**src/hw/mpc_pkg.sv**
```systemverilog
// Package for the port and comparator I/O block: offsets, fields, resets.
// Assumes a 32-bit AXI4-Lite register bus and one 20 MHz clock.
package mpc_pkg;
  // ********************************************************************
  // Register byte offsets
  // ********************************************************************
  localparam logic [7:0] PORT_CONFIG_OFF = 8'h00;
  localparam logic [7:0] PORT0_DATA_OFF = 8'h04;
  localparam logic [7:0] PORT0_MODE_OFF = 8'h08;
  localparam logic [7:0] PORT2_DATA_OFF = 8'h0C;
  localparam logic [7:0] PORT2_MODE_OFF = 8'h10;
  localparam logic [7:0] PORT2_PULLUP_OFF = 8'h14;
  localparam logic [7:0] PORT3_DATA_OFF = 8'h18;
  localparam logic [7:0] PORT3_MODE_OFF = 8'h1C;
  localparam logic [7:0] IRQ_EDGE_OFF = 8'h20;
  localparam logic [7:0] STOP_SEL_OFF = 8'h24;
  localparam logic [7:0] EVENT_OFF = 8'h28;
  // ********************************************************************
  // Field positions
  // ********************************************************************
  localparam int CFG_CMPA_OUT_BIT = 0;
  localparam int P0M_LOW_DIR_BIT = 0;
  localparam int P0M_HIGH_DIR_BIT = 1;
  localparam int P3M_ANALOG_BIT = 1;
  localparam int P3M_SLEW_BIT = 0;
  localparam int EDGE_SEL_LO_BIT = 6;
  localparam int EDGE_SEL_HI_BIT = 7;
  localparam int EV_INT_TWO_BIT = 0;
  localparam int EV_INT_ZERO_BIT = 1;
  localparam int EV_INT_ONE_BIT = 2;
  // ********************************************************************
  // Reset values (direction bits: 1 = input) and response codes
  // ********************************************************************
  localparam logic [7:0] PORT_CONFIG_RST = 8'h00;
  localparam logic [1:0] PORT0_MODE_RST = 2'h3;
  localparam logic [7:0] PORT2_MODE_RST = 8'hFF;
  localparam logic [7:0] PORT2_PULLUP_RST = 8'h00;
  localparam logic [1:0] PORT3_MODE_RST = 2'h0;
  localparam logic [7:0] IRQ_EDGE_RST = 8'h00;
  localparam logic [2:0] STOP_SEL_RST = 3'h0;
  localparam logic [1:0] RESP_OKAY = 2'h0;
  localparam logic [1:0] RESP_SLVERR = 2'h2;
endpackage

```
**src/hw/mpc_port_io.sv**
```systemverilog
// Port 0, port 2 and port 3 logic with comparator routing, AXI4-Lite regs.
// Assumes synchronous pins, comparator results from an analogue front end.
`timescale 1ns/1ns
module mpc_port_io (
  input wire logic ref_clk_i,
  input wire logic rst_n_i,
  input wire logic wdt_rst_i,
  input wire logic stop_mode_i,
  input wire logic s_axi_awvalid,
  output logic s_axi_awready,
  input wire logic [7:0] s_axi_awaddr,
  input wire logic s_axi_wvalid,
  output logic s_axi_wready,
  input wire logic [31:0] s_axi_wdata,
  input wire logic [3:0] s_axi_wstrb,
  output logic s_axi_bvalid,
  input wire logic s_axi_bready,
  output logic [1:0] s_axi_bresp,
  input wire logic s_axi_arvalid,
  output logic s_axi_arready,
  input wire logic [7:0] s_axi_araddr,
  output logic s_axi_rvalid,
  input wire logic s_axi_rready,
  output logic [31:0] s_axi_rdata,
  output logic [1:0] s_axi_rresp,
  input wire logic [6:0] port0_in_i,
  output logic [6:0] port0_out_o,
  output logic [6:0] port0_oe_o,
  input wire logic [7:0] port2_lines_in_i,
  output logic [7:0] port2_lines_out_o,
  output logic [7:0] port2_lines_oe_o,
  output logic [7:0] port2_pullup_o,
  output logic [7:0] adc_chan_en_o,
  input wire logic port3_in_a_i,
  input wire logic port3_in_b_i,
  input wire logic port3_in_ref_i,
  input wire logic comparator_a_i,
  input wire logic comparator_b_i,
  input wire logic [7:0] stop_src_i,
  input wire logic port0_hs_i,
  input wire logic timer1_out_i,
  input wire logic port2_hs_i,
  input wire logic [1:0] hs_sel_i,
  output logic port3_out_a_o,
  output logic port3_out_b_o,
  output logic port3_out_c_o,
  output logic port3_slew_o,
  output logic comp_en_o,
  output logic timer1_in_o,
  output logic ext_int_zero_o,
  output logic ext_int_one_o,
  output logic ext_int_two_o
);
  // ********************************************************************
  // Registers
  // ********************************************************************
  logic [7:0] port_config_q;
  logic [6:0] port0_data_q;
  logic [1:0] port0_mode_q;
  logic [3:0] port0_hold_q;
  logic [7:0] port2_data_q;
  logic [7:0] port2_mode_q;
  logic [7:0] port2_pullup_enable_q;
  logic [2:0] port3_data_q;
  logic [1:0] port3_mode_reg_q;
  logic [7:0] irq_edge_q;
  logic [2:0] stop_recovery_select_q;
  logic [2:0] event_q;
  logic [2:0] p3_in_q;
  logic aw_got_q, w_got_q;
  logic [7:0] aw_addr_q;
  logic [31:0] w_data_q;
  logic [3:0] w_strb_q;
  logic analog_mode, wr_go, rd_go, ev_clr;
  logic [2:0] p3_in_d, rise, fall, ev_set;
  logic [6:0] port0_dir_in;
  logic [31:0] rd_word;
  logic rd_ok, wr_ok;

  assign analog_mode = port3_mode_reg_q[mpc_pkg::P3M_ANALOG_BIT];
  // Direction bit high means input
  assign port0_dir_in = {{3{port0_mode_q[mpc_pkg::P0M_HIGH_DIR_BIT]}},
                         {4{port0_mode_q[mpc_pkg::P0M_LOW_DIR_BIT]}}};
  assign wr_go = aw_got_q && w_got_q && !s_axi_bvalid;
  assign rd_go = s_axi_arvalid && s_axi_arready;

  // ********************************************************************
  // Port 3 inputs; comparator path in analog mode
  // ********************************************************************
  always_comb begin
    if (analog_mode) begin
      p3_in_d[0] = comparator_a_i;
      p3_in_d[1] = comparator_b_i;
      p3_in_d[2] = stop_src_i[stop_recovery_select_q];
    end else begin
      p3_in_d = {port3_in_ref_i, port3_in_b_i, port3_in_a_i};
    end
  end

  always_ff @(posedge ref_clk_i or negedge rst_n_i) begin
    if (!rst_n_i) begin
      p3_in_q <= 3'h0;
    end else begin
      p3_in_q <= p3_in_d;
    end
  end

  assign rise = p3_in_d & ~p3_in_q;
  assign fall = ~p3_in_d & p3_in_q;
  // Edge code: bit 7 steers input a, bit 6 steers input b
  assign ev_set[mpc_pkg::EV_INT_TWO_BIT] =
    irq_edge_q[mpc_pkg::EDGE_SEL_HI_BIT] ?
      (rise[0] | (irq_edge_q[mpc_pkg::EDGE_SEL_LO_BIT] & fall[0])) :
      fall[0];
  assign ev_set[mpc_pkg::EV_INT_ZERO_BIT] =
    irq_edge_q[mpc_pkg::EDGE_SEL_LO_BIT] ?
      (rise[1] | (irq_edge_q[mpc_pkg::EDGE_SEL_HI_BIT] & fall[1])) :
      fall[1];
  assign ev_set[mpc_pkg::EV_INT_ONE_BIT] = fall[2];

  // ********************************************************************
  // Interrupt request pulses and sticky event flags
  // ********************************************************************
  always_ff @(posedge ref_clk_i or negedge rst_n_i) begin
    if (!rst_n_i) begin
      ext_int_two_o <= 1'b0;
      ext_int_zero_o <= 1'b0;
      ext_int_one_o <= 1'b0;
      timer1_in_o <= 1'b0;
    end else begin
      ext_int_two_o <= ev_set[mpc_pkg::EV_INT_TWO_BIT];
      ext_int_zero_o <= ev_set[mpc_pkg::EV_INT_ZERO_BIT];
      ext_int_one_o <= ev_set[mpc_pkg::EV_INT_ONE_BIT];
      timer1_in_o <= p3_in_d[0];
    end
  end

  assign ev_clr = wr_go && aw_addr_q == mpc_pkg::EVENT_OFF && w_strb_q[0];
  // Set wins over a clear in the same cycle
  always_ff @(posedge ref_clk_i or negedge rst_n_i) begin
    if (!rst_n_i) begin
      event_q <= 3'h0;
    end else begin
      event_q <= (ev_clr ? (event_q & ~w_data_q[2:0]) : event_q) | ev_set;
    end
  end

  // ********************************************************************
  // Pin drivers
  // ********************************************************************
  always_ff @(posedge ref_clk_i or negedge rst_n_i) begin
    if (!rst_n_i) begin
      port0_out_o <= 7'h00;
      port0_oe_o <= 7'h00;
      port2_lines_out_o <= 8'h00;
      port2_lines_oe_o <= 8'h00;
      port2_pullup_o <= 8'h00;
      adc_chan_en_o <= 8'h00;
      port3_out_a_o <= 1'b0;
      port3_out_b_o <= 1'b0;
      port3_out_c_o <= 1'b0;
      port3_slew_o <= 1'b0;
      comp_en_o <= 1'b0;
    end else begin
      port0_out_o <= port0_data_q;
      port0_oe_o <= ~port0_dir_in;
      port2_lines_out_o <= port2_data_q;
      port2_lines_oe_o <= ~port2_mode_q;
      port2_pullup_o <= port2_pullup_enable_q & port2_mode_q;
      adc_chan_en_o <= port2_mode_q;
      port3_out_a_o <= port_config_q[mpc_pkg::CFG_CMPA_OUT_BIT] ?
                       comparator_a_i : port3_data_q[0];
      port3_out_b_o <= hs_sel_i[0] ? port0_hs_i : port3_data_q[1];
      port3_out_c_o <= hs_sel_i[1] ? port2_hs_i :
                       (timer1_out_i | port3_data_q[2]);
      port3_slew_o <= port3_mode_reg_q[mpc_pkg::P3M_SLEW_BIT];
      comp_en_o <= analog_mode;
    end
  end

  // ********************************************************************
  // Hold latches on upper port 0 lines
  // ********************************************************************
  // Level is whatever the pin last showed; cleared to zero by reset
  always_ff @(posedge ref_clk_i or negedge rst_n_i) begin
    if (!rst_n_i) begin
      port0_hold_q <= 4'h0;
    end else begin
      port0_hold_q <= port0_in_i[6:3];
    end
  end

  // ********************************************************************
  // Config register: power-on, or watchdog outside stop mode
  // ********************************************************************
  always_ff @(posedge ref_clk_i or negedge rst_n_i) begin
    if (!rst_n_i) begin
      port_config_q <= mpc_pkg::PORT_CONFIG_RST;
    end else if (wdt_rst_i && !stop_mode_i) begin
      port_config_q <= mpc_pkg::PORT_CONFIG_RST;
    end else if (wr_go && aw_addr_q == mpc_pkg::PORT_CONFIG_OFF
                 && w_strb_q[0]) begin
      port_config_q <= w_data_q[7:0];
    end
  end

  // ********************************************************************
  // Other software registers
  // ********************************************************************
  always_ff @(posedge ref_clk_i or negedge rst_n_i) begin
    if (!rst_n_i) begin
      port0_data_q <= 7'h00;
      port0_mode_q <= mpc_pkg::PORT0_MODE_RST;
      port2_data_q <= 8'h00;
      port2_mode_q <= mpc_pkg::PORT2_MODE_RST;
      port2_pullup_enable_q <= mpc_pkg::PORT2_PULLUP_RST;
      port3_data_q <= 3'h0;
      port3_mode_reg_q <= mpc_pkg::PORT3_MODE_RST;
      irq_edge_q <= mpc_pkg::IRQ_EDGE_RST;
      stop_recovery_select_q <= mpc_pkg::STOP_SEL_RST;
    end else if (wr_go && w_strb_q[0]) begin
      case (aw_addr_q)
        mpc_pkg::PORT0_DATA_OFF: port0_data_q <= w_data_q[6:0];
        mpc_pkg::PORT0_MODE_OFF: port0_mode_q <= w_data_q[1:0];
        mpc_pkg::PORT2_DATA_OFF: port2_data_q <= w_data_q[7:0];
        mpc_pkg::PORT2_MODE_OFF: port2_mode_q <= w_data_q[7:0];
        mpc_pkg::PORT2_PULLUP_OFF: port2_pullup_enable_q <= w_data_q[7:0];
        mpc_pkg::PORT3_DATA_OFF: port3_data_q <= w_data_q[5:3];
        mpc_pkg::PORT3_MODE_OFF: port3_mode_reg_q <= w_data_q[1:0];
        mpc_pkg::IRQ_EDGE_OFF: irq_edge_q <= w_data_q[7:0];
        mpc_pkg::STOP_SEL_OFF: stop_recovery_select_q <= w_data_q[2:0];
        default: ;
      endcase
    end
  end

  // ********************************************************************
  // Read mux
  // ********************************************************************
  always_comb begin
    rd_word = 32'h0000_0000;
    rd_ok = 1'b1;
    case (s_axi_araddr)
      // Config is write-only and reads as zero
      mpc_pkg::PORT_CONFIG_OFF: rd_word = 32'h0000_0000;
      mpc_pkg::PORT0_DATA_OFF: rd_word[6:0] =
        (port0_dir_in & {port0_hold_q, port0_in_i[2:0]}) |
        (~port0_dir_in & port0_data_q);
      mpc_pkg::PORT0_MODE_OFF: rd_word[1:0] = port0_mode_q;
      mpc_pkg::PORT2_DATA_OFF: rd_word[7:0] =
        (port2_mode_q & port2_lines_in_i) |
        (~port2_mode_q & port2_data_q);
      mpc_pkg::PORT2_MODE_OFF: rd_word[7:0] = port2_mode_q;
      mpc_pkg::PORT2_PULLUP_OFF: rd_word[7:0] = port2_pullup_enable_q;
      mpc_pkg::PORT3_DATA_OFF: rd_word[5:0] = {port3_data_q, p3_in_q};
      mpc_pkg::PORT3_MODE_OFF: rd_word[1:0] = port3_mode_reg_q;
      mpc_pkg::IRQ_EDGE_OFF: rd_word[7:0] = irq_edge_q;
      mpc_pkg::STOP_SEL_OFF: rd_word[2:0] = stop_recovery_select_q;
      mpc_pkg::EVENT_OFF: rd_word[2:0] = event_q;
      default: rd_ok = 1'b0;
    endcase
  end

  always_comb begin
    wr_ok = 1'b1;
    case (aw_addr_q)
      mpc_pkg::PORT_CONFIG_OFF, mpc_pkg::PORT0_DATA_OFF,
      mpc_pkg::PORT0_MODE_OFF, mpc_pkg::PORT2_DATA_OFF,
      mpc_pkg::PORT2_MODE_OFF, mpc_pkg::PORT2_PULLUP_OFF,
      mpc_pkg::PORT3_DATA_OFF, mpc_pkg::PORT3_MODE_OFF,
      mpc_pkg::IRQ_EDGE_OFF, mpc_pkg::STOP_SEL_OFF,
      mpc_pkg::EVENT_OFF: wr_ok = 1'b1;
      default: wr_ok = 1'b0;
    endcase
  end

  // ********************************************************************
  // AXI4-Lite write channel
  // ********************************************************************
  always_ff @(posedge ref_clk_i or negedge rst_n_i) begin
    if (!rst_n_i) begin
      aw_got_q <= 1'b0;
      w_got_q <= 1'b0;
      aw_addr_q <= 8'h00;
      w_data_q <= 32'h0000_0000;
      w_strb_q <= 4'h0;
      s_axi_awready <= 1'b0;
      s_axi_wready <= 1'b0;
      s_axi_bvalid <= 1'b0;
      s_axi_bresp <= mpc_pkg::RESP_OKAY;
    end else begin
      s_axi_awready <= !aw_got_q && !s_axi_awready && !s_axi_bvalid;
      s_axi_wready <= !w_got_q && !s_axi_wready && !s_axi_bvalid;
      if (s_axi_awvalid && s_axi_awready) begin
        aw_got_q <= 1'b1;
        aw_addr_q <= {s_axi_awaddr[7:2], 2'h0};
        s_axi_awready <= 1'b0;
      end
      if (s_axi_wvalid && s_axi_wready) begin
        w_got_q <= 1'b1;
        w_data_q <= s_axi_wdata;
        w_strb_q <= s_axi_wstrb;
        s_axi_wready <= 1'b0;
      end
      if (wr_go) begin
        aw_got_q <= 1'b0;
        w_got_q <= 1'b0;
        s_axi_bvalid <= 1'b1;
        s_axi_bresp <= wr_ok ? mpc_pkg::RESP_OKAY : mpc_pkg::RESP_SLVERR;
      end else if (s_axi_bvalid && s_axi_bready) begin
        s_axi_bvalid <= 1'b0;
      end
    end
  end

  // ********************************************************************
  // AXI4-Lite read channel
  // ********************************************************************
  always_ff @(posedge ref_clk_i or negedge rst_n_i) begin
    if (!rst_n_i) begin
      s_axi_arready <= 1'b0;
      s_axi_rvalid <= 1'b0;
      s_axi_rdata <= 32'h0000_0000;
      s_axi_rresp <= mpc_pkg::RESP_OKAY;
    end else begin
      s_axi_arready <= !s_axi_arready && !s_axi_rvalid && s_axi_arvalid;
      if (rd_go) begin
        s_axi_rvalid <= 1'b1;
        s_axi_rdata <= rd_word;
        s_axi_rresp <= rd_ok ? mpc_pkg::RESP_OKAY : mpc_pkg::RESP_SLVERR;
      end else if (s_axi_rvalid && s_axi_rready) begin
        s_axi_rvalid <= 1'b0;
      end
    end
  end
endmodule

```
**config.mk**
```make
export PLATFORM = sky130hd
export DESIGN_NAME = mpc_port_io
export DESIGN_NICKNAME = d
export VERILOG_FILES = /design/src/hw/mpc_pkg.sv /design/src/hw/mpc_port_io.sv
export SDC_FILE = /design/constraint.sdc
export NUM_CORES = 1
export LEC_CHECK = 0
export ABC_AREA = 0
export BUFFER_PORTS_ARGS = -buffer_cell sky130_fd_sc_hd__clkbuf_2
export CAP_MARGIN = 20
export CELL_PAD_IN_SITES_DETAIL_PLACEMENT = 1
export CELL_PAD_IN_SITES_GLOBAL_PLACEMENT = 2
export CORE_MARGIN = 2
export CORE_UTILIZATION = 35
export CTS_BUF_LIST = sky130_fd_sc_hd__clkbuf_16
export CTS_CLUSTER_DIAMETER = 60
export CTS_CLUSTER_SIZE = 30
export DETAILED_ROUTE_END_ITERATION = 10
export HOLD_SLACK_MARGIN = 0.15
export PLACE_DENSITY = 0.95
export SYNTH_ARGS = -nofsm -noshare
export SYNTH_HDL_FRONTEND = slang
export SYNTH_SLANG_ARGS = --single-unit
```
**constraint.sdc**
```tcl
create_clock -name ref_clk_i -period 3 [get_ports ref_clk_i]
set_input_delay 0.6 -clock ref_clk_i [delete_from_list [all_inputs] [get_ports ref_clk_i]]
set_output_delay 0.6 -clock ref_clk_i [all_outputs]
set_load 0.01 [all_outputs]
```
==> results.yml, run 1 <==
critical_path:
  required_ps: 3310
  reg2reg_depth: 5
  critPathKind: "flop to flop"
  end_kind: "flop"
  reg2reg_from: "s_axi_bvalid$_DFFE_PN0P_"
  cp-start-kind: "flop"
  r2r_slack_ps: 720
  worstPathArrival_ps: 2590
  crit_fanout: 8
  r2r_end: "port2_data_q[6]$_DFFE_PN0P_"
timing:
  finalHoldViolCount: 0
  setup_viol: 0
  drv_slew: 0
  max-slew-margin-rel: 0.332
  tns_ps: 0
  period_minus_slack_ps: 2280
  timing.hold.ws_ps: 159
  period_share: 0.760
  rsz0062_at_grt: "false"
  tightest_slew_ps: 987
  skew_ps: 8.92
  max_freq_mhz: 439
yosys:
  ys_seq_area_frac: 0.599
  synth_top_area_cell: "dfrtp_1"
  netlist_area_sq_mm: 0.00592
  ys_seq_elements: 141
  synth_ff_type: "dfrtp_1"
  async_reset_ff_frac: 1.00
  synth_top_cell_area_share: 0.554
  synth_cell_types: 53
  synth_edf_count: 0
  ys_top_cells_by_area: "dfrtp_1 55%, mux2_2 14%, dfstp_2 4.4%, buf_4 3.9%, mux2i_1 2.7%"
  ys_warn_count: 0
  postSynthAreaPerCell_sq_um: 12.9
  syn-instance-count: 459
clock_network:
  cts.repair.resized: 0
  cts_sinks: 141
  path_clk_slew_ps: 60
  hold_buffers: 0
  clock_path_buffers: 2
  post_cts_buffers: 0
  clock_latency_ps: 430
  cts_tree: "yes"
  numCtsBuffers: 17
  ctsHtreeMaxLevel: 4
  cts_root_buffer: "clkbuf_16"
floorplanning:
  dieHeight_um: 134
  die_w_um: 134
  coreArea_sq_mm: 0.0165
  start_util: 0.358
  io_pins: 190
  die-area_sq_mm: 0.0180
  rows: 47
status:
  status: "completed"
grt:
  antenna_found_initial: 0
  grt_pass1_vias: 4431
  gr-total-overflow: 0
  track_usage: 0.188
  grt_max_degree: 65
  grt_pass1_wl_um: 25100
routing:
  ant_nets: 0
  vias: 4052
  drt_wl_total_um: 15900
  post-route-drc-count: 0
  first_iter_violations: 219
  dr.pass1.iters: 4
  wl_per_cell_um: 19.0
  vias_per_cell: 4.84
pwr:
  p_leak_nw: 3.51
  power_density_mw_per_mm2: 840
  ir_worst_vdd_v: 0.000408
  p_total_mw: 6.17
place:
  routabilityCongestion: 0.818
  io_buffers: 134
  hpwl_um: 11900
cells_and_area:
  fillers: 1814
  multi_input_area_sq_mm: 0.00212
  final-seq-area_sq_mm: 0.00354
  area_delta_synth_final_pct: 24.2
  diodes: 0
  final_nets: 698
  drive_gt1_frac: 0.429
flow_run:
  drv_cap: 0
min_path:
  hp-class: "input pin to asynchronous set/reset pin"
==> area by class of cell <==
type                    instances  area share
multi-input cells             283       0.289
clock buffers                  17      0.0579
well taps                     220      0.0375
inverters                      17     0.00869
clock inverters                15      0.0210
repair buffers                144       0.104
flip-flops and latches        141       0.482
==> per-layer routing <==
| metal | up-vias | GRT usage | part of all wire |
|---|---|---|---|
| met1 | 2041 | 0.249 | 0.44 |
| li1 | 1860 | - | - |
| met5 | - | 0 | 0 |
| met2 | 130 | 0.303 | 0.48 |
| met3 | 21 | 0.0404 | 0.054 |
| met4 | 0 | 0.0757 | 0.018 |
==> worst max path at each step <==
| stage | startpoint | endpoint | slack (ps) | cells after the start |
|---|---|---|---|---|
| after global placement | s_axi_araddr[3] | s_axi_rdata[3]$_DFFE_PN0P_ | 480 | 7 |
| after global routing | s_axi_bvalid$_DFFE_PN0P_ | port2_data_q[3]$_DFFE_PN0P_ | 580 | 5 |
| after detailed placement | s_axi_araddr[7] | s_axi_rdata[4]$_DFFE_PN0P_ | 520 | 7 |
| after CTS | s_axi_bvalid$_DFFE_PN0P_ | port2_data_q[6]$_DFFE_PN0P_ | 690 | 5 |
| after floorplan | s_axi_araddr[5] | s_axi_rdata[4]$_DFFE_PN0P_ | 970 | 6 |
| final | s_axi_bvalid$_DFFE_PN0P_ | port2_data_q[6]$_DFFE_PN0P_ | 720 | 5 |
==> cells in the mapped netlist, drive strengths merged (8+ instances only) <==
cell and n:
nand2 36, and2 11, a21oi 10, mux2 74, dfstp 10, nor2 19, clkbuf 8, inv 17
dfrtp 131, mux2i 16, o21ai 16, buf 35
==> cell families (layout without fill, tap and decap cells) <==
logic type             count (synthesis)  after routing  share of synthesized area
flip-flops                           141            141                      0.599
AND/OR/NAND/NOR                      104            104                     0.0973
multiplexers                          92             92                      0.176
AO/OA/AOI/OAI                         61             61                     0.0694
buffers and inverters                 60            193                     0.0586
other                                  1             26                   0.000634
==> power breakdown <==
group          internal [mW]  switching (mW)  total, mW  leakage [nW]
Clock                   1.28           0.796       2.08         0.274
Combinational          0.596           0.565       1.16          1.45
Sequential              2.43           0.499       2.93          1.78
Total                   4.31            1.86       6.17          3.51
==> layout by cell type, fill, tap and decap left out, drive strengths merged, types with 4 or more instances in the layout <==
master	Yosys	routed
mux2	74	74
and2	11	11
nand2	36	36
a22oi	4	4
nand4	4	4
nor2	19	19
dfstp	10	10
a21oi	10	10
buf	35	11
clkinv	0	9
inv	17	17
o21ai	16	16
a211oi	4	4
conb	1	26
mux2i	16	16
a21o	5	5
nor2b	6	6
nor3b	6	6
nand3	5	5
clkbuf	8	150
dfrtp	131	131
==> sequential cells by signal, summed over array words and instances (netlist names), 7 cells and up <==
register and cells:
port0_out_o 7, port2_pullup_enable_q 8, w_data_q 8, irq_edge_q 8, port2_data_q 8, port0_data_q 7
port2_lines_out_o 8, s_axi_rdata 8, port2_pullup_o 8, adc_chan_en_o 8, port2_lines_oe_o 8, port2_mode_q 8
==> per-stage QoR <==
stage	area [sq um]	cells	setup slack, ps	utilization
floorplan	6010	484	970	-
global placement	6770	805	478	0.409
detailed placement	6770	805	521	0.409
CTS	7350	837	692	0.445
global route	7350	837	585	0.445
finish	7350	837	720	0.445
==> worst max-delay path, stage by stage (launching register included) <==
cell and delay (ps):
dfrtp_1 410, nand3b_1 350, nor4_2 460, nand3_1 370, buf_4 300, mux2_2 270
Power figures use the tool's default switching activity.
==> inputs of run 2 (changes only) <==
Settings changed: CORE_UTILIZATION 35 to 33, PLACE_DENSITY 0.95 to 0.91.
Clock period 3 ns to 2.3 ns, I/O delays scaled along.
==> run 2 against run 1 <==
Net effect: combinational power up 34%; global-route usage down 0.87 points; clock power up 38%; die area up 5.9%; via count up 1.5%; sequential cell count unchanged; cell area up 2.1%; worst hold slack better by 58 ps; first-iteration DRC count down 9.6%; routed wire length up 1.5%; largest cell class unchanged.
==> results.yml, run 2 (synthesis results as in run 1) <==
status:
  status: "completed"
cells_and_area:
  drive_gt1_frac: 0.440
  diodes: 0
  area_delta_synth_final_pct: 26.8
  final_nets: 710
  mostFrequentLayoutCell: "clkbuf_2"
  finish.utilization: 0.431
  mostFrequentLayoutCells: "133 x clkbuf_2, 131 x dfrtp_1, 74 x mux2_2"
floorplanning:
  die_w_um: 138
  die-area_sq_mm: 0.0190
  coreArea_sq_mm: 0.0174
  dieHeight_um: 138
  io_pins: 190
  start_util: 0.340
  rows: 48
clock_network:
  cts_root_buffer: "clkbuf_16"
  clock_path_buffers: 2
  ctsHtreeMaxLevel: 4
  cts_sinks: 141
  path_clk_slew_ps: 60
  cts_tree: "yes"
  clock_latency_ps: 420
  numCtsBuffers: 17
timing:
  finalHoldViolCount: 0
  drv_slew: 0
  tightest_slew_ps: 587
  tns_ps: 0
  timing.hold.ws_ps: 216
  period_share: 0.954
  skew_ps: 8.93
  max-slew-margin-rel: 0.608
  rsz0062_at_grt: "false"
  max_freq_mhz: 456
  period_minus_slack_ps: 2190
  setup_viol: 0
grt:
  track_usage: 0.180
  gr-total-overflow: 0
  antenna_found_initial: 0
  grt_pass1_wl_um: 24900
  grt_pass1_vias: 4366
  grt_max_degree: 50
place:
  io_buffers: 134
  routabilityCongestion: 0.843
  hpwl_um: 12100
critical_path:
  worstPathArrival_ps: 2480
  critPathKind: "flop to flop"
  end_kind: "flop"
  cp-start-kind: "flop"
  crit_fanout: 8
  cpPeakStageDelay_ps: 450
  crit_buf_inv: 0
  required_ps: 2590
  cpMaxStageDelayCell: "or3b_1"
  critical-path-top-delay-family: "simple AND/OR/NAND/NOR gates"
  path_cells: "or3b_1, or2_1, nor3b_4, nand2_2, mux2_2"
pwr:
  clock_power_share: 0.348
  combPwrFrac: 0.188
  p_total_mw: 8.26
  ir_worst_vdd_v: 0.000474
  power_density_mw_per_mm2: 1100
  netSwitchingFraction: 0.299
  seq_power_share: 0.465
  p_leak_nw: 3.59
  p_sw_mw: 2.47
  internal-power_mw: 5.78
routing:
  highest_layer: "met4"
  vias: 4111
  ant_nets: 0
  post-route-drc-count: 0
  wl_met2_um: 7720
  first_iter_violations: 198
  wl_per_cell_um: 18.9
  dr.pass1.iters: 4
  wl_met1_um: 7270
  met3_length_um: 1010
  drt_wl_total_um: 16200
  vias_per_cell: 4.81
flow_run:
  drv_cap: 0
min_path:
  hp-class: "input pin to flop"
[run 2: cell types whose count changed in the layout (fill, tap and decap cells not counted), sizes merged]
cell / delta
buf: +7
dlygate4sd3: +5
clkinv: -6
inv: +5
bufinv: +1
[run 2: metrics by stage]
step,std cells,cell area (sq um),worst slack (ps)
2_1_floorplan,484,6010,410
3_3_place_gp,817,6830,200
3_5_place_dp,817,6830,128
4_1_cts,854,7500,76.6
5_1_grt,854,7500,59.3
6_report,854,7500,106
[run 2: cell type report]
cell class              instances  area [sq um]
fillers                      1896          9920
flip-flops and latches        141          3540
multi-input cells             283          2120
repair buffers                156           867
clock buffers                  17           425
well taps                     225           282
clock inverters                15           195
inverters                      17          63.8
[run 2: path summary, 6_finish.rpt]
check | from | endpoint | slack, ps | cells past startpoint
setup / recovery | aw_addr_q[7]$_DFFE_PN0P_ | port2_pullup_enable_q[0]$_DFFE_PN0P_ | 110 | 5
hold / removal | wdt_rst_i | port_config_q[0]$_DFFE_PN0P_ | 220 | 2
setup reg to reg | aw_addr_q[7]$_DFFE_PN0P_ | port2_pullup_enable_q[0]$_DFFE_PN0P_ | 110 | 5
hold reg to reg | port0_data_q[0]$_DFFE_PN0P_ | port0_out_o[0]$_DFF_PN0_ | 390 | 0
max in group asynchronous | rst_n_i | port2_mode_q[7]$_DFFE_PN1P_ | 1050 | 3
min in group asynchronous | rst_n_i | adc_chan_en_o[2]$_DFF_PN0_ | 550 | 2
[run 2: power by group through the flow]
stage	Combinational, mW	Clock (mW)	Sequential, mW
floorplan	0.942	0	3.71
global placement	1.49	0	3.83
detailed placement	1.55	0	3.89
CTS	1.58	2.95	3.85
global route	1.71	3.07	3.95
finish	1.55	2.87	3.83
[run 2: per-layer routing]
metal,global-route usage,up-vias
li1,-,1885
met1,0.241,2083
met2,0.289,129
met3,0.0457,14
met4,0.0516,0
met5,0,-
[run 2: what timing repair did]
| item | CTS | global route |
|---|---|---|
| hold buffers | 5 | 0 |
| buffers inserted | 0 | 0 |
| endpoints found under the hold margin | 46 | 0 |
| endpoints found under the setup margin | 0 | 4 |
| resized for setup | 0 | 1 |
==> inputs of run 3 (changes only) <==
Settings changed: ABC_AREA 0 to 1, CORE_UTILIZATION 33 to 30.
==> run 3 against run 2 <==
Net effect: cell area rose by 1.9%; largest power group unchanged; clock power grew 5%; maximum frequency is 44% higher; sequential power down 2%; count of clock-buffer cells in the layout did not move; power up 4.9%; combinational power is 22% higher; first-iteration DRC count did not move; sequential share of layout area decreased by 0.90 points; register-to-register slack improved by 670 ps; die area grew 13%; non-clock buffer count fell by 10.
==> results.yml, run 3 <==
yosys:
  syn-instance-count: 665
  netlist_area_sq_mm: 0.00609
  ys_top_cells_by_area: "dfrtp_1 54%, nand2_1 13%, dfstp_2 4.3%, o21ai_1 4.2%, buf_4 4.1%"
  synth_top_cell_area_share: 0.539
  async_reset_ff_frac: 1.00
  synth_top_family_by_area: "simple AND/OR/NAND/NOR gates"
  ys_seq_elements: 141
  synth_top_area_cell: "dfrtp_1"
  postSynthAreaPerCell_sq_um: 9.15
  ys_warn_count: 0
  synth-compound-area-share: 0.0896
  synth_cell_types: 34
  synth.top_cells.by_count: "217 x nand2_1, 131 x dfrtp_1, 51 x o21ai_1"
  ys_seq_area_frac: 0.582
  synthMuxAreaShare: 0.00185
  yosys.area_share.adder: 0
  synth_edf_count: 0
  synth-simple-area-share: 0.235
  synth_most_common_cell: "nand2_1"
  synth_ff_type: "dfrtp_1"
  synthXorXnorAreaFrac: 0
routing:
  vias: 4865
  drt_wl_total_um: 17000
  vias_per_cell: 4.44
  first_iter_violations: 198
  post-route-drc-count: 0
  ant_nets: 0
  wl_per_cell_um: 15.5
  dr.pass1.iters: 4
timing:
  finalHoldViolCount: 0
  setup_slack_ps: 771
  setup_viol: 0
  timing.hold.ws_ps: 202
  period_minus_slack_ps: 1530
  period_share: 0.665
  tns_ps: 0
  max_freq_mhz: 654
  skew_ps: 8.34
  rsz0062_at_grt: "false"
  max-slew-margin-rel: 0.631
  tightest_slew_ps: 553
  drv_slew: 0
flow_run:
  drv_cap: 0
critical_path:
  crit_fanout: 10
  path_cells: "nor2_8, nand3_2, nor2_1, nand2_1, nand2_1, o21ai_1"
  cpPeakStageDelay_ps: 450
  cp-start-kind: "flop"
  required_ps: 2590
  end_kind: "flop"
  worstPathArrival_ps: 1820
  cpMaxStageDelayCell: "dfrtp_1"
  critPathKind: "flop to flop"
  cp_common_cell: "nand2_1"
clock_network:
  numCtsBuffers: 17
  cts.repair.resized: 0
  cts_tree: "yes"
  cts_sinks: 141
  ctsHtreeMaxLevel: 4
  clock_path_buffers: 2
  cts_root_buffer: "clkbuf_16"
  clock_latency_ps: 430
  path_clk_slew_ps: 60
place:
  hpwl_um: 12500
  io_buffers: 134
  preCtsSetupSlack_ps: 428
  dpl_cell_area_sq_mm: 0.00695
  routabilityCongestion: 0.793
cells_and_area:
  fillers: 2392
  mostFrequentLayoutCell: "nand2_1"
  finish.utilization: 0.380
  diodes: 0
  mostFrequentLayoutCells: "217 x nand2_1, 133 x clkbuf_2, 131 x dfrtp_1"
  final_nets: 906
  final_area_sq_mm: 0.00764
  area_delta_synth_final_pct: 25.6
  drive_gt1_frac: 0.275
floorplanning:
  start_util: 0.303
  io_pins: 190
  coreArea_sq_mm: 0.0201
  rows: 52
  dieHeight_um: 146
  die-area_sq_mm: 0.0214
  die_w_um: 146
pwr:
  p_sw_mw: 2.91
  combPwrFrac: 0.218
  p_leak_nw: 3.90
  netSwitchingFraction: 0.336
  ir_worst_vdd_v: 0.000534
  seq_power_share: 0.433
  clock_power_share: 0.349
  internal-power_mw: 5.75
  power_density_mw_per_mm2: 1130
grt:
  antenna_found_initial: 0
  grt_pass1_wl_um: 27500
  track_usage: 0.167
  grt_max_degree: 54
  gr-total-overflow: 0
  grt_pass1_vias: 5028
min_path:
  hp-class: "input pin to flop"
status:
  status: "completed"
run 3: changes by cell type after synthesis, moves of 8 or more:
cell     delta
o21ai_2     +8
nand3_1    +34
mux2_2     -73
and2_1     -11
mux2i_1    -16
inv_2      +11
nand2_1   +183
o21ai_1    +51
inv_1      +33
nor2_1     +11
run 3: final cells by class:
| type | count | area, sq um | share of cell area |
|---|---|---|---|
| Multi-Input combinational cell | 443 | 2090 | 0.273 |
| Inverter | 63 | 241 | 0.0316 |
| Clock inverter | 15 | 219 | 0.0286 |
| Timing Repair Buffer | 146 | 792 | 0.104 |
| Tap cell | 270 | 338 | 0.0442 |
| Clock buffer | 17 | 425 | 0.0557 |
| Sequential cell | 141 | 3540 | 0.463 |
run 3: worst paths after layout:
path | startpoint | to | slack, ps | cells after the start
min in group asynchronous | rst_n_i | s_axi_rdata[1]$_DFFE_PN0P_ | 540 | 2
min reg2reg | port2_data_q[2]$_DFFE_PN0P_ | port2_lines_out_o[2]$_DFF_PN0_ | 400 | 0
max | aw_addr_q[7]$_DFFE_PN0P_ | stop_recovery_select_q[0]$_DFFE_PN0P_ | 770 | 6
max in group asynchronous | rst_n_i | port0_oe_o[5]$_DFF_PN0_ | 1020 | 3
max reg2reg | aw_addr_q[7]$_DFFE_PN0P_ | stop_recovery_select_q[0]$_DFFE_PN0P_ | 770 | 6
min | s_axi_bready | s_axi_bvalid$_DFFE_PN0P_ | 200 | 2
run 3: power by group through the flow:
stage	Clock [mW]	Combinational (mW)	Sequential, mW
6_report	3.02	1.89	3.75
2_1_floorplan	0	1.10	3.75
3_3_place_gp	0	1.86	3.77
5_1_grt	3.19	2.15	3.85
4_1_cts	3.10	1.93	3.76
3_5_place_dp	0	1.92	3.79
run 3: logic make-up after synthesis:
family | Yosys count
AND/OR/NAND/NOR | 317
multiplexers | 1
other | 1
flip-flops | 141
AO/OA/AOI/OAI | 99
buffers and inverters | 106
run 3: worst max-delay path: cells and delay by family, from the launching register on:
family             cells  cell delay (ps)
and+or+nand+nor        5              870
AOI/OAI and AO/OA      1               70
DFF                    1              450
run 3: per-stage QoR:
stage	instances	power, mW
6_report	1095	8.66
5_1_grt	1095	9.19
4_1_cts	1095	8.79
3_5_place_dp	1058	5.71
3_3_place_gp	1058	5.63
2_1_floorplan	690	4.85
run 3: timing repair:
item                      in CTS  in global routing
hold endpoints to repair      43                  0
hold buffers                   5                  0
buffers inserted               0                  0
run 3: metal layers:
metal	vias up	GRT usage	wire length [um]
met3	20	0.0391	774
li1	2364	-	-
met2	136	0.262	7690
met5	-	0	0
met4	0	0.0515	286
met1	2345	0.231	8260
